## config.mk

```make
export PLATFORM = sky130hd
export DESIGN_NAME = smbus_flags
export DESIGN_NICKNAME = d
export VERILOG_FILES = /design/src/design/smbus_flags_pkg.sv /design/src/design/sfr_access_if.sv /design/src/design/smbus_flags.sv /design/src/design/sfr_decoder.sv
export SDC_FILE = /design/constraint.sdc
export NUM_CORES = 1
export LEC_CHECK = 0
export ABC_AREA = 1
export BUFFER_PORTS_ARGS = -buffer_cell sky130_fd_sc_hd__buf_2
export CORE_ASPECT_RATIO = 0.8
export CORE_MARGIN = 1.5
export CORE_UTILIZATION = 44
export CTS_CLUSTER_DIAMETER = 50
export CTS_CLUSTER_SIZE = 28
export DETAILED_ROUTE_END_ITERATION = 10
export PLACE_DENSITY = 0.74
export SLEW_MARGIN = 40
export SYNTH_ARGS = -nofsm -noshare
export SYNTH_HDL_FRONTEND = slang
export SYNTH_SLANG_ARGS = --single-unit
```

## constraint.sdc

```tcl
create_clock -name clk -period 3.6 [get_ports clk]
set_input_delay 0.72 -clock clk [delete_from_list [all_inputs] [get_ports clk]]
set_output_delay 0.72 -clock clk [all_outputs]
set_load 0.05 [all_outputs]
```

## src/design/smbus_flags_pkg.sv

```systemverilog
package smbus_flags_pkg;
  localparam logic [7:0] CTRL_ADDR = 8'hC0;
  localparam logic [3:0] CTRL_PAGE = 4'hF;
  localparam logic [7:0] CTRL_RESET = 8'h00;
  localparam int MASTER_BIT = 7;
  localparam int TXMODE_BIT = 6;
  localparam int START_BIT = 5;
  localparam int STOP_BIT = 4;
  localparam int ACKRQ_BIT = 3;
  localparam int ARBL_BIT = 2;
  localparam int ACK_BIT = 1;
  localparam int EVT_BIT = 0;
  localparam logic [7:0] SW_WRITABLE_MASK = 8'h33;
  typedef enum logic [1:0] {
    WR_NONE,
    WR_BYTE,
    WR_BIT
  } wr_kind_type;
endpackage : smbus_flags_pkg

```

## src/design/sfr_access_if.sv

```systemverilog
interface sfr_access_if;
  import smbus_flags_pkg::*;
  logic wr_en;
  logic [7:0] wr_mask;
  logic [7:0] wr_data;
  logic sel;
  modport decoder(output wr_en, output wr_mask, output wr_data, output sel);
  modport core(input wr_en, input wr_mask, input wr_data, input sel);
endinterface : sfr_access_if

```

## src/design/smbus_flags.sv

```systemverilog
// Function
// - master flag set on generated start, cleared on stop or lost arbitration
// - transmit flag set on start or early data write; cleared otherwise
// - start flag set on received start plus address; only software clears
// - writing start flag 1 requests a start; 0 clears the flag
// - stop flag write 1 sends stop after ack; cleared when stop generated
// - stop flag set on slave stop or arbitration lost by stop
// - ack request set after received byte when hardware ack off; cleared per ack
// - arbitration lost on unwanted repeated start while start flag low
// - arbitration lost when scl low during stop or repeated start
// - arbitration lost when sda low while sending a one, not ack bits
// - arbitration lost flag cleared whenever event flag is cleared
// - ack bit inverts incoming ack line: line low (ack) reads 1, line high (nack) reads 0
// - event flag set on start, loss, byte done, address, stop
// - while event flag set, hold scl low and stall the interface
// - event flag write 0 clears and advances; write 1 forces interrupt
// - register at 0xC0 page F, bit addressable, all bits reset zero
// - as receiver drive ack bit on sda at once; scl held until cleared
// - software ack: clearing event without writing ack sends nack
// - after nacked slave address ignore slave events until next start
// - hardware ack: refused address raises no interrupt, no ack request
module smbus_flags
  import smbus_flags_pkg::*;
(
  // clock and reset
  input wire logic clk,
  input wire logic rst,
  input wire logic ce,
  // sfr port
  input wire logic [7:0] sfr_addr,
  input wire logic [3:0] sfr_page,
  input wire logic sfr_wr,
  input wire logic sfr_bit_wr,
  input wire logic [2:0] sfr_bit_sel,
  input wire logic [7:0] sfr_wdata,
  output logic [7:0] sfr_rdata,
  output logic sfr_hit,
  // configuration
  input wire logic auto_response_enable,
  // bus engine events
  input wire logic ev_start_gen,
  input wire logic ev_stop_gen,
  input wire logic ev_start_det,
  input wire logic ev_rstart_det,
  input wire logic ev_stop_det,
  input wire logic ev_addr_rcvd,
  input wire logic ev_addr_match,
  input wire logic ev_byte_rcvd,
  input wire logic ev_byte_sent_acked,
  input wire logic ev_ack_cycle,
  input wire logic ack_in,
  input wire logic ev_data_written,
  input wire logic ev_frame_begin,
  input wire logic scl_in,
  input wire logic sda_in,
  input wire logic gen_stop_or_rstart,
  input wire logic tx_one_data_bit,
  // to bus engine
  output logic start_req,
  output logic stop_req,
  output logic advance,
  output logic stall,
  output logic scl_hold_low,
  output logic ack_out,
  output logic slave_ignore
);
  sfr_access_if acc();
  sfr_decoder u_dec (
    .sfr_addr(sfr_addr),
    .sfr_page(sfr_page),
    .sfr_wr(sfr_wr),
    .sfr_bit_wr(sfr_bit_wr),
    .sfr_bit_sel(sfr_bit_sel),
    .sfr_wdata(sfr_wdata),
    .acc(acc)
  );

  function automatic logic wr_bit(input logic en, input logic [7:0] m, input int b);
    wr_bit = en && m[b];
  endfunction : wr_bit

  logic master_q, tx_q, sta_q, sto_q, ackrq_q, arbl_q, ack_q, evt_q;
  logic ack_written_q, ignore_q;
  logic wr_sta, wr_sto, wr_ack, wr_evt;
  logic evt_clear, arb_lost, arb_by_stop, addr_refused, slave_ev;

  always_comb begin
    wr_sta = wr_bit(acc.wr_en, acc.wr_mask, START_BIT);
    wr_sto = wr_bit(acc.wr_en, acc.wr_mask, STOP_BIT);
    wr_ack = wr_bit(acc.wr_en, acc.wr_mask, ACK_BIT);
    wr_evt = wr_bit(acc.wr_en, acc.wr_mask, EVT_BIT);
    evt_clear = wr_evt && !acc.wr_data[EVT_BIT];
    arb_lost = (master_q && ev_rstart_det && !sta_q)
      || (gen_stop_or_rstart && !scl_in)
      || (tx_one_data_bit && !sda_in);
    arb_by_stop = arb_lost && ev_stop_det;
    addr_refused = ev_addr_rcvd && auto_response_enable && !ev_addr_match;
    slave_ev = !ignore_q && !master_q;
  end

  ////////////////////////////////////////////////////////////////////////////
  // role flags
  always_ff @(posedge clk) begin
    if (rst) begin
      master_q <= 1'b0;
    end else if (ce) begin
      if (ev_start_gen) begin
        master_q <= 1'b1;
      end else if (ev_stop_gen || arb_lost) begin
        master_q <= 1'b0;
      end
    end
  end

  // buffer write is a one-cycle pulse; remember it until the frame begins
  logic data_written_q;
  always_ff @(posedge clk) begin
    if (rst) begin
      data_written_q <= 1'b0;
    end else if (ce) begin
      if (ev_frame_begin) begin
        data_written_q <= 1'b0;
      end else if (ev_data_written) begin
        data_written_q <= 1'b1;
      end
    end
  end

  always_ff @(posedge clk) begin
    if (rst) begin
      tx_q <= 1'b0;
    end else if (ce) begin
      if (ev_start_gen) begin
        tx_q <= 1'b1;
      end else if (ev_start_det || arb_lost) begin
        tx_q <= 1'b0;
      end else if (ev_frame_begin) begin
        tx_q <= ev_data_written || data_written_q;
      end
    end
  end

  ////////////////////////////////////////////////////////////////////////////
  // start and stop flags
  always_ff @(posedge clk) begin
    if (rst) begin
      sta_q <= 1'b0;
    end else if (ce) begin
      // start flag; hardware set beats software clear
      if (ev_addr_rcvd && slave_ev && !addr_refused) begin
        sta_q <= 1'b1;
      end else if (wr_sta) begin
        sta_q <= acc.wr_data[START_BIT];
      end
    end
  end

  always_ff @(posedge clk) begin
    if (rst) begin
      sto_q <= 1'b0;
    end else if (ce) begin
      if ((ev_stop_det && !master_q && !ignore_q) || arb_by_stop) begin
        sto_q <= 1'b1;
      end else if (ev_stop_gen) begin
        sto_q <= 1'b0;
      end else if (wr_sto) begin
        sto_q <= acc.wr_data[STOP_BIT];
      end
    end
  end

  ////////////////////////////////////////////////////////////////////////////
  // acknowledge handling
  always_ff @(posedge clk) begin
    if (rst) begin
      ackrq_q <= 1'b0;
    end else if (ce) begin
      // ack request only with software ack
      // address byte needs a software answer too
      if ((ev_byte_rcvd || (ev_addr_rcvd && slave_ev)) && !auto_response_enable) begin
        ackrq_q <= 1'b1;
      end else if (ev_ack_cycle) begin
        ackrq_q <= 1'b0;
      end
    end
  end

  always_ff @(posedge clk) begin
    if (rst) begin
      ack_q <= 1'b0;
      ack_written_q <= 1'b0;
    end else if (ce) begin
      if (ev_ack_cycle && tx_q) begin
        ack_q <= !ack_in;
      end else if (wr_ack) begin
        ack_q <= acc.wr_data[ACK_BIT];
      end else if (evt_clear && ackrq_q && !ack_written_q) begin
        ack_q <= 1'b0;
      end
      if (ev_byte_rcvd || ev_addr_rcvd) begin
        ack_written_q <= 1'b0;
      end else if (wr_ack) begin
        ack_written_q <= 1'b1;
      end
    end
  end

  always_ff @(posedge clk) begin
    if (rst) begin
      ignore_q <= 1'b0;
    end else if (ce) begin
      if (ev_start_det || ev_rstart_det) begin
        ignore_q <= 1'b0;
      end else if (addr_refused
                   || (evt_clear && !ev_addr_rcvd && sta_q && !master_q
                       && ackrq_q && !ack_q && !(wr_ack && acc.wr_data[ACK_BIT]))) begin
        ignore_q <= 1'b1;
      end
    end
  end

  ////////////////////////////////////////////////////////////////////////////
  // arbitration and event flags
  always_ff @(posedge clk) begin
    if (rst) begin
      arbl_q <= 1'b0;
    end else if (ce) begin
      if (arb_lost) begin
        arbl_q <= 1'b1;
      end else if (evt_clear) begin
        arbl_q <= 1'b0;
      end
    end
  end

  logic evt_set;
  always_comb begin
    evt_set = ev_start_gen || arb_lost || ev_byte_sent_acked
      || (ev_byte_rcvd && (master_q || !ignore_q))
      || (ev_addr_rcvd && slave_ev && !addr_refused)
      || (ev_stop_det && slave_ev);
  end

  always_ff @(posedge clk) begin
    if (rst) begin
      evt_q <= 1'b0;
    end else if (ce) begin
      // only software clears; hardware set wins
      if (evt_set) begin
        evt_q <= 1'b1;
      end else if (wr_evt) begin
        evt_q <= acc.wr_data[EVT_BIT];
      end
    end
  end

  ////////////////////////////////////////////////////////////////////////////
  // outputs to engine and sfr
  always_ff @(posedge clk) begin
    if (rst) begin
      sfr_rdata <= CTRL_RESET;
      sfr_hit <= 1'b0;
      start_req <= 1'b0;
      stop_req <= 1'b0;
      advance <= 1'b0;
      stall <= 1'b0;
      scl_hold_low <= 1'b0;
      ack_out <= 1'b0;
      slave_ignore <= 1'b0;
    end else if (ce) begin
      sfr_rdata <= {master_q, tx_q, sta_q, sto_q, ackrq_q, arbl_q, ack_q, evt_q};
      sfr_hit <= acc.sel;
      start_req <= sta_q && !evt_q;
      stop_req <= sto_q && master_q;
      advance <= evt_clear && !evt_set;
      stall <= evt_set || (evt_q && !evt_clear);
      scl_hold_low <= evt_set || (evt_q && !evt_clear);
      ack_out <= wr_ack ? acc.wr_data[ACK_BIT] : ack_q;
      slave_ignore <= ignore_q;
    end
  end

  ////////////////////////////////////////////////////////////////////////////
  // checks
  property p_master_set;
    @(posedge clk) disable iff (rst) ce && ev_start_gen |=> master_q;
  endproperty
  a_master_set: assert property (p_master_set) else $error("master flag not set");
  property p_arbl_clr;
    @(posedge clk) disable iff (rst) ce && evt_clear && !arb_lost |=> !arbl_q;
  endproperty
  a_arbl_clr: assert property (p_arbl_clr) else $error("loss flag not cleared");
  property p_evt_set;
    @(posedge clk) disable iff (rst) ce && evt_set |=> evt_q;
  endproperty
  a_evt_set: assert property (p_evt_set) else $error("event flag lost");
  property p_hold;
    @(posedge clk) disable iff (rst) ce && evt_q && $past(evt_q) && !evt_clear
      |=> scl_hold_low && stall;
  endproperty
  a_hold: assert property (p_hold) else $error("scl not held");
  property p_sto_clr;
    @(posedge clk) disable iff (rst) ce && ev_stop_gen && !arb_by_stop
      && !(ev_stop_det && !master_q) |=> !sto_q;
  endproperty
  a_sto_clr: assert property (p_sto_clr) else $error("stop flag stuck");
  property p_ackrq_auto;
    @(posedge clk) disable iff (rst) auto_response_enable && !ackrq_q && ce
      && !ev_ack_cycle |=> !ackrq_q;
  endproperty
  a_ackrq_auto: assert property (p_ackrq_auto) else $error("ack request with auto ack");
  property p_ack_in;
    @(posedge clk) disable iff (rst) ce && ev_ack_cycle && tx_q ##1 1'b1
      |-> ack_q == !$past(ack_in);
  endproperty
  a_ack_in: assert property (p_ack_in) else $error("ack bit wrong");
  property p_ro;
    @(posedge clk) disable iff (rst) ce && !arb_lost && !evt_clear
      |=> arbl_q == $past(arbl_q);
  endproperty
  a_ro: assert property (p_ro) else $error("loss flag changed");
  c_start: cover property (@(posedge clk) ce && ev_start_gen ##[1:20] evt_q);
  c_arb: cover property (@(posedge clk) ce && arb_lost ##1 arbl_q);
  c_stop: cover property (@(posedge clk) sto_q ##[1:50] !sto_q);
endmodule : smbus_flags

```

## src/design/sfr_decoder.sv

```systemverilog
module sfr_decoder
  import smbus_flags_pkg::*;
(
  // sfr port
  input wire logic [7:0] sfr_addr,
  input wire logic [3:0] sfr_page,
  input wire logic sfr_wr,
  input wire logic sfr_bit_wr,
  input wire logic [2:0] sfr_bit_sel,
  input wire logic [7:0] sfr_wdata,
  // to core
  sfr_access_if.decoder acc
);
  wr_kind_type kind;
  always_comb begin
    acc.sel = (sfr_addr == CTRL_ADDR) && (sfr_page == CTRL_PAGE);
    kind = WR_NONE;
    if (acc.sel && sfr_wr) begin
      kind = WR_BYTE;
    end else if (acc.sel && sfr_bit_wr) begin
      kind = WR_BIT;
    end
    case (kind)
      WR_BYTE: acc.wr_mask = 8'hFF;
      WR_BIT: acc.wr_mask = 8'h01 << sfr_bit_sel;
      default: acc.wr_mask = 8'h00;
    endcase
    acc.wr_en = (kind != WR_NONE);
    // bit writes carry their value in bit 0, spread to all lanes
    acc.wr_data = (kind == WR_BIT) ? {8{sfr_wdata[0]}} : sfr_wdata;
  end
endmodule : sfr_decoder

```

==> out/qor.yml, run 1 <==
die-area_sq_um: 3750
grt_use_total: 0.222
grt_max_degree: 20
avgRoutedWirePerCell_um: 11.6
numCtsBuffers: 3
hold_buffers: 0
crit_path_end_kind: "flip-flop"
syn_area_sq_um: 1490
fmax_mhz: 558
syn_to_final_growth_pct: 22.2
slowest_delay_ps: 200
synth_nets: 280
layout-drive-gt1-share: 0.258
worst-path-buf-inv: 1
min_to: "sfr_rdata[0]"
gr-total-overflow: 0
cp_data_arrival_time_ps: 1960
period_share: 0.498
status: "finished clean"
post_drt_via_cell_ratio: 4.99
synth_ff_type: "dfxtp_1"
num_rows: 18
cp_common_cell: "nand2_1"
synth_cells: 234
rrSetupSlack_ps: 2100
cts_setup_buffers: 0
crit_fanout: 5
initialDrtViolationCount: 72
drv_cap: 0
synthTopCellsByCount: "59 x nand2_1, 29 x inv_1, 27 x nor2_1, 26 x dfxtp_1, 22 x a21oi_1"
yosys.area.top_type_share: 0.349
top_register: "sfr_rdata"
root_buffer: "clkbuf_8"
n_fill_cell: 346
hold_violations: 0
gp_congestion: 0.848
largest_reg_flops: 8
synth-edff-count: 0
die_y_um: 55.1
wirelength_um: 3780
ys_ff_latch: 26
grt_antenna_before_repair: 0
drc: 0
cts_sinks: 26
cpMaxStageDelayCell: "nor2_4"
initial_utilization: 0.473
ys_seq_area_frac: 0.349
antenna_cells: 0
io_buffers: 57
total_power_mw: 0.609
ys.warnings.count: 0
r2r_cells: 7
power_leakage_nw: 0.913
core_sq_um: 3150
pin_count: 62
die_w_um: 68.1
setup_viol: 0
r2r-end: "evt_q"
place_hpwl_um: 3040
worstSkewPairLatency_ps: 270
synth.largest_area_cell: "dfxtp_1"
grt_pass1_vias: 1430
clock_path_buffers: 2
path_clk_slew_ps: 90
cts_tree: "done"
dr.pass1.iters: 4
synth_area_leaders: "dfxtp_1 35%, nand2_1 15%, a21oi_1 7.4%"
worstReg2RegStart: "sta_q"
finalMaxSlewViolations: 0
async_reset_ff_frac: 0
ir_drop_v: 0.000197
path_depth: 12
min_path_cells: 2
fin_tns_setup_ps: 0
worst_setup_path_start_kind: "input port"
relSlewSlack: 0.742
finalNetCount: 335
cp_cell_sequence: "buf_2, nand2_1, nor2_4, nand2_1, nor2_2, nand4_1, nand2_1, nand2_1, nand2_1, nand2_1, nand2_1, a21oi_1"
synth_most_common_cell: "nand2_1"
antenna_left: 0
min_path_type: "flip-flop to flip-flop"
vias: 1631
ys_types: 25
cts_resized: 0
post-route-min-period_ps: 1790
worstHoldStart: "sfr_rdata[0]"
power_per_cell_area_nw_per_um2: 335
cp.required_ps: 3770
rsz0062_at_grt: "no"
h-tree-depth: 1
critPathKind: "input port to flip-flop"
worstMarginPinSlew_ps: 387
syn_area_per_cell_sq_um: 6.37
grt_pass1_wl_um: 6180
fin_skew_ps: 0.941
crit_family: "simple AND/OR/NAND/NOR gates"
==> through the flow <==
step | worst slack (ps) | hold WS (ps) | area, sq um | cells | utilization
after detailed placement | 1550 | 452 | 1780 | 324 | 0.564
after CTS | 1830 | 465 | 1820 | 327 | 0.577
after global routing | 1610 | 477 | 1820 | 327 | 0.577
after global placement | 1550 | 448 | 1780 | 324 | 0.564
after floorplan | 1830 | 437 | 1490 | 234 | -
final | 1810 | 463 | 1820 | 327 | 0.577
==> kinds of logic after synthesis <==
group / share of synthesized area
and+or+nand+nor: 0.382
DFF: 0.349
AOI/OAI and AO/OA: 0.157
buffers and inverters: 0.112
==> area by class of cell <==
class,count,area [sq um],area share
multi-input cells,170,803,0.441
flip-flops and latches,26,520,0.286
repair buffers,58,293,0.161
inverters,30,113,0.0619
well taps,40,50.0,0.0275
clock buffers,3,41.3,0.0227
==> placed cells by master, fill, tap and decap left out, types with 3 or more instances in the layout <==
master	count
inv_1	29
nor2_2	3
nand2_1	59
clkbuf_8	3
nand2_2	4
dfxtp_1	26
buf_2	57
nor2_1	27
o21ai_0	16
nand4_1	8
nand3_1	14
a21oi_1	22
nor3_1	4
==> worst min-delay path: cells and delay by family (launching register included) <==
kind               cells  cell delay, ps
DFF                    1             320
and+or+nand+nor        1              60
AOI/OAI and AO/OA      1              50
==> per-layer routing <==
layer	share of wire	track usage	wire length (um)
met5	0	0	0
met2	0.44	0.361	1660
met1	0.51	0.313	1920
met4	0.0037	0.0200	14
met3	0.051	0.0486	192
==> report_power, final <==
part	switching, mW	internal, mW
Combinational	0.0905	0.0442
Sequential	0.00870	0.302
Clock	0.0889	0.0750
Total	0.188	0.421
==> how the worst max path moves through the flow <==
| stage | from | endpoint | slack (ps) |
|---|---|---|---|
| after floorplan | sfr_addr[3] | evt_q | 1830 |
| after global placement | sfr_addr[0] | ignore_q | 1550 |
| after detailed placement | sfr_page[2] | ignore_q | 1550 |
| after CTS | sfr_page[2] | ignore_q | 1830 |
| after global routing | sfr_addr[0] | sto_q | 1610 |
| final | sfr_page[2] | ignore_q | 1810 |
Power figures use the tool's default switching activity.
==> run 2, diff against run 1 <==
==> constraint.sdc (replaced) <==
create_clock -name clk -period 1.8 [get_ports clk]
set_input_delay 0.36 -clock clk [delete_from_list [all_inputs] [get_ports clk]]
set_output_delay 0.36 -clock clk [all_outputs]
set_load 0.05 [all_outputs]
==> out/qor.yml, run 2 (same netlist as run 1, synthesis figures left out) <==
status: "finished clean"
antenna_left: 0  # unchanged
post-route-min-period_ps: 1470
cp.required_ps: 1980  # -1790 ps
finalMaxSlewViolations: 0  # unchanged
cp_common_cell: "nand4_1"
io_buffers: 57  # unchanged
fmax_mhz: 678
syn_to_final_growth_pct: 23.6
layout-drive-gt1-share: 0.263  # +0.00514
gp_congestion: 0.838  # -1.2%
grt_antenna_before_repair: 0  # unchanged
setup_viol: 0  # unchanged
worstMarginPinSlew_ps: 375  # -11.6 ps
die_y_um: 55.1  # unchanged
fin_skew_ps: 1.51  # +0.566 ps
place_hpwl_um: 2950  # -3.0%
top_register: "sfr_rdata"
hold_violations: 0  # unchanged
dr.pass1.iters: 4  # unchanged
timing.hold.ws_ps: 287  # -177 ps
cts_tree: "done"
h-tree-depth: 1  # unchanged
final_cell_mix: "59 x nand2_1, 57 x buf_2, 29 x inv_1"
gr-total-overflow: 0  # unchanged
hold_buffers: 0  # unchanged
period_share: 0.819
worst-path-buf-inv: 1  # unchanged
initial_utilization: 0.473  # unchanged
crit_family: "simple AND/OR/NAND/NOR gates"
ir_drop_v: 0.000491  # +150%
n_fill_cell: 327  # -5.5%
seqCellArea_sq_um: 520  # unchanged
post_drt_via_cell_ratio: 4.87  # -2.3%
crit_path_end_kind: "flip-flop"
avgRoutedWirePerCell_um: 11.1  # -4.4%
critPathKind: "flip-flop to flip-flop"
layout_commonest_cell: "nand2_1"
largest_reg_flops: 8  # unchanged
numCtsBuffers: 3  # unchanged
cp_data_arrival_time_ps: 1650  # -310 ps
core_sq_um: 3150  # unchanged
drc: 0  # unchanged
antenna_cells: 0  # unchanged
cts_resized: 0  # unchanged
initialDrtViolationCount: 79  # +9.7%
relSlewSlack: 0.750  # +0.00772
cp_cell_sequence: "inv_1, nand3_1, nand4_1, nor2_1, nand4_1, or2_1, and3_1"
grt_max_degree: 21  # +5.0%
num_rows: 18  # unchanged
cts_sinks: 26  # unchanged
path_clk_slew_ps: 90  # about the same
worst_setup_path_start_kind: "flip-flop"
grt_pass1_vias: 1347  # -5.8%
postLayoutCoreUtil: 0.584  # +0.00675
power_per_cell_area_nw_per_um2: 689  # +110%
wirelength_um: 3640  # -3.8%
die_w_um: 68.1  # unchanged
rsz0062_at_grt: "no"
fin_tns_setup_ps: 0  # unchanged
worstSkewPairLatency_ps: 270  # about the same
cpMaxStageDelayCell: "dfxtp_1"
clock_path_buffers: 2  # unchanged
vias: 1603  # -1.7%
crit_fanout: 4  # -1
die-area_sq_um: 3750  # unchanged
drv_cap: 0  # unchanged
pin_count: 62  # unchanged
rrSetupSlack_ps: 330  # -1770 ps
grt_use_total: 0.215  # -0.00637
dp_cells: 325  # +0.31%
final_cells: 329  # +0.61%
cts_setup_buffers: 0  # unchanged
root_buffer: "clkbuf_8"
min_path_type: "input port to flip-flop"
power_leakage_nw: 0.925  # +1.2%
multi_input_area_sq_um: 803  # unchanged
slowest_delay_ps: 400  # +200 ps
grt_pass1_wl_um: 5980  # -3.3%
finalNetCount: 336  # +0.30%
-- run 2: worst register-to-register path, stage by stage, from the launching register on --
cell and delay, ps:
dfxtp_1 400, inv_1 80, nand3_1 90, nand4_1 130
nor2_1 140, nand4_1 130, or2_1 270, and3_1 140
-- run 2: power breakdown --
group          switching, mW  internal, mW  leakage [nW]  total (mW)
sequential            0.0168         0.604         0.213       0.620
combinational          0.179        0.0883         0.683       0.268
clock                  0.185         0.196        0.0288       0.381
-- run 2: per-stage QoR --
stage | instance area (sq um) | power (mW) | setup slack (ps)
final | 1840 | 1.27 | 326
after global routing | 1840 | 1.34 | 112
after CTS | 1840 | 1.28 | 345
after detailed placement | 1790 | 0.901 | 135
after global placement | 1790 | 0.898 | 120
after floorplan | 1490 | 0.809 | 393
-- run 2: final cells by class --
cell class | count | share of cell area
sequential | 26 | 0.283
multi-input combinational | 170 | 0.436
inverter | 30 | 0.0611
tap | 40 | 0.0272
timing repair buffer | 59 | 0.163
clock buffer | 4 | 0.0299
-- run 2: path summary, 6_finish.rpt --
check / from / to / cells past startpoint
worst max-delay path: sta_q / evt_q / 7
worst min-delay path: ev_frame_begin / data_written_q / 2
worst max register to register: sta_q / evt_q / 7
worst min register to register: sfr_rdata[1] / sfr_rdata[1] / 2
-- run 2: per-layer routing --
metal,track usage,share of wire,vias up
li1,-,-,863
met5,0,0,-
met2,0.345,0.43,43
met3,0.0506,0.050,4
met1,0.296,0.51,693
met4,0.0467,0.0082,0
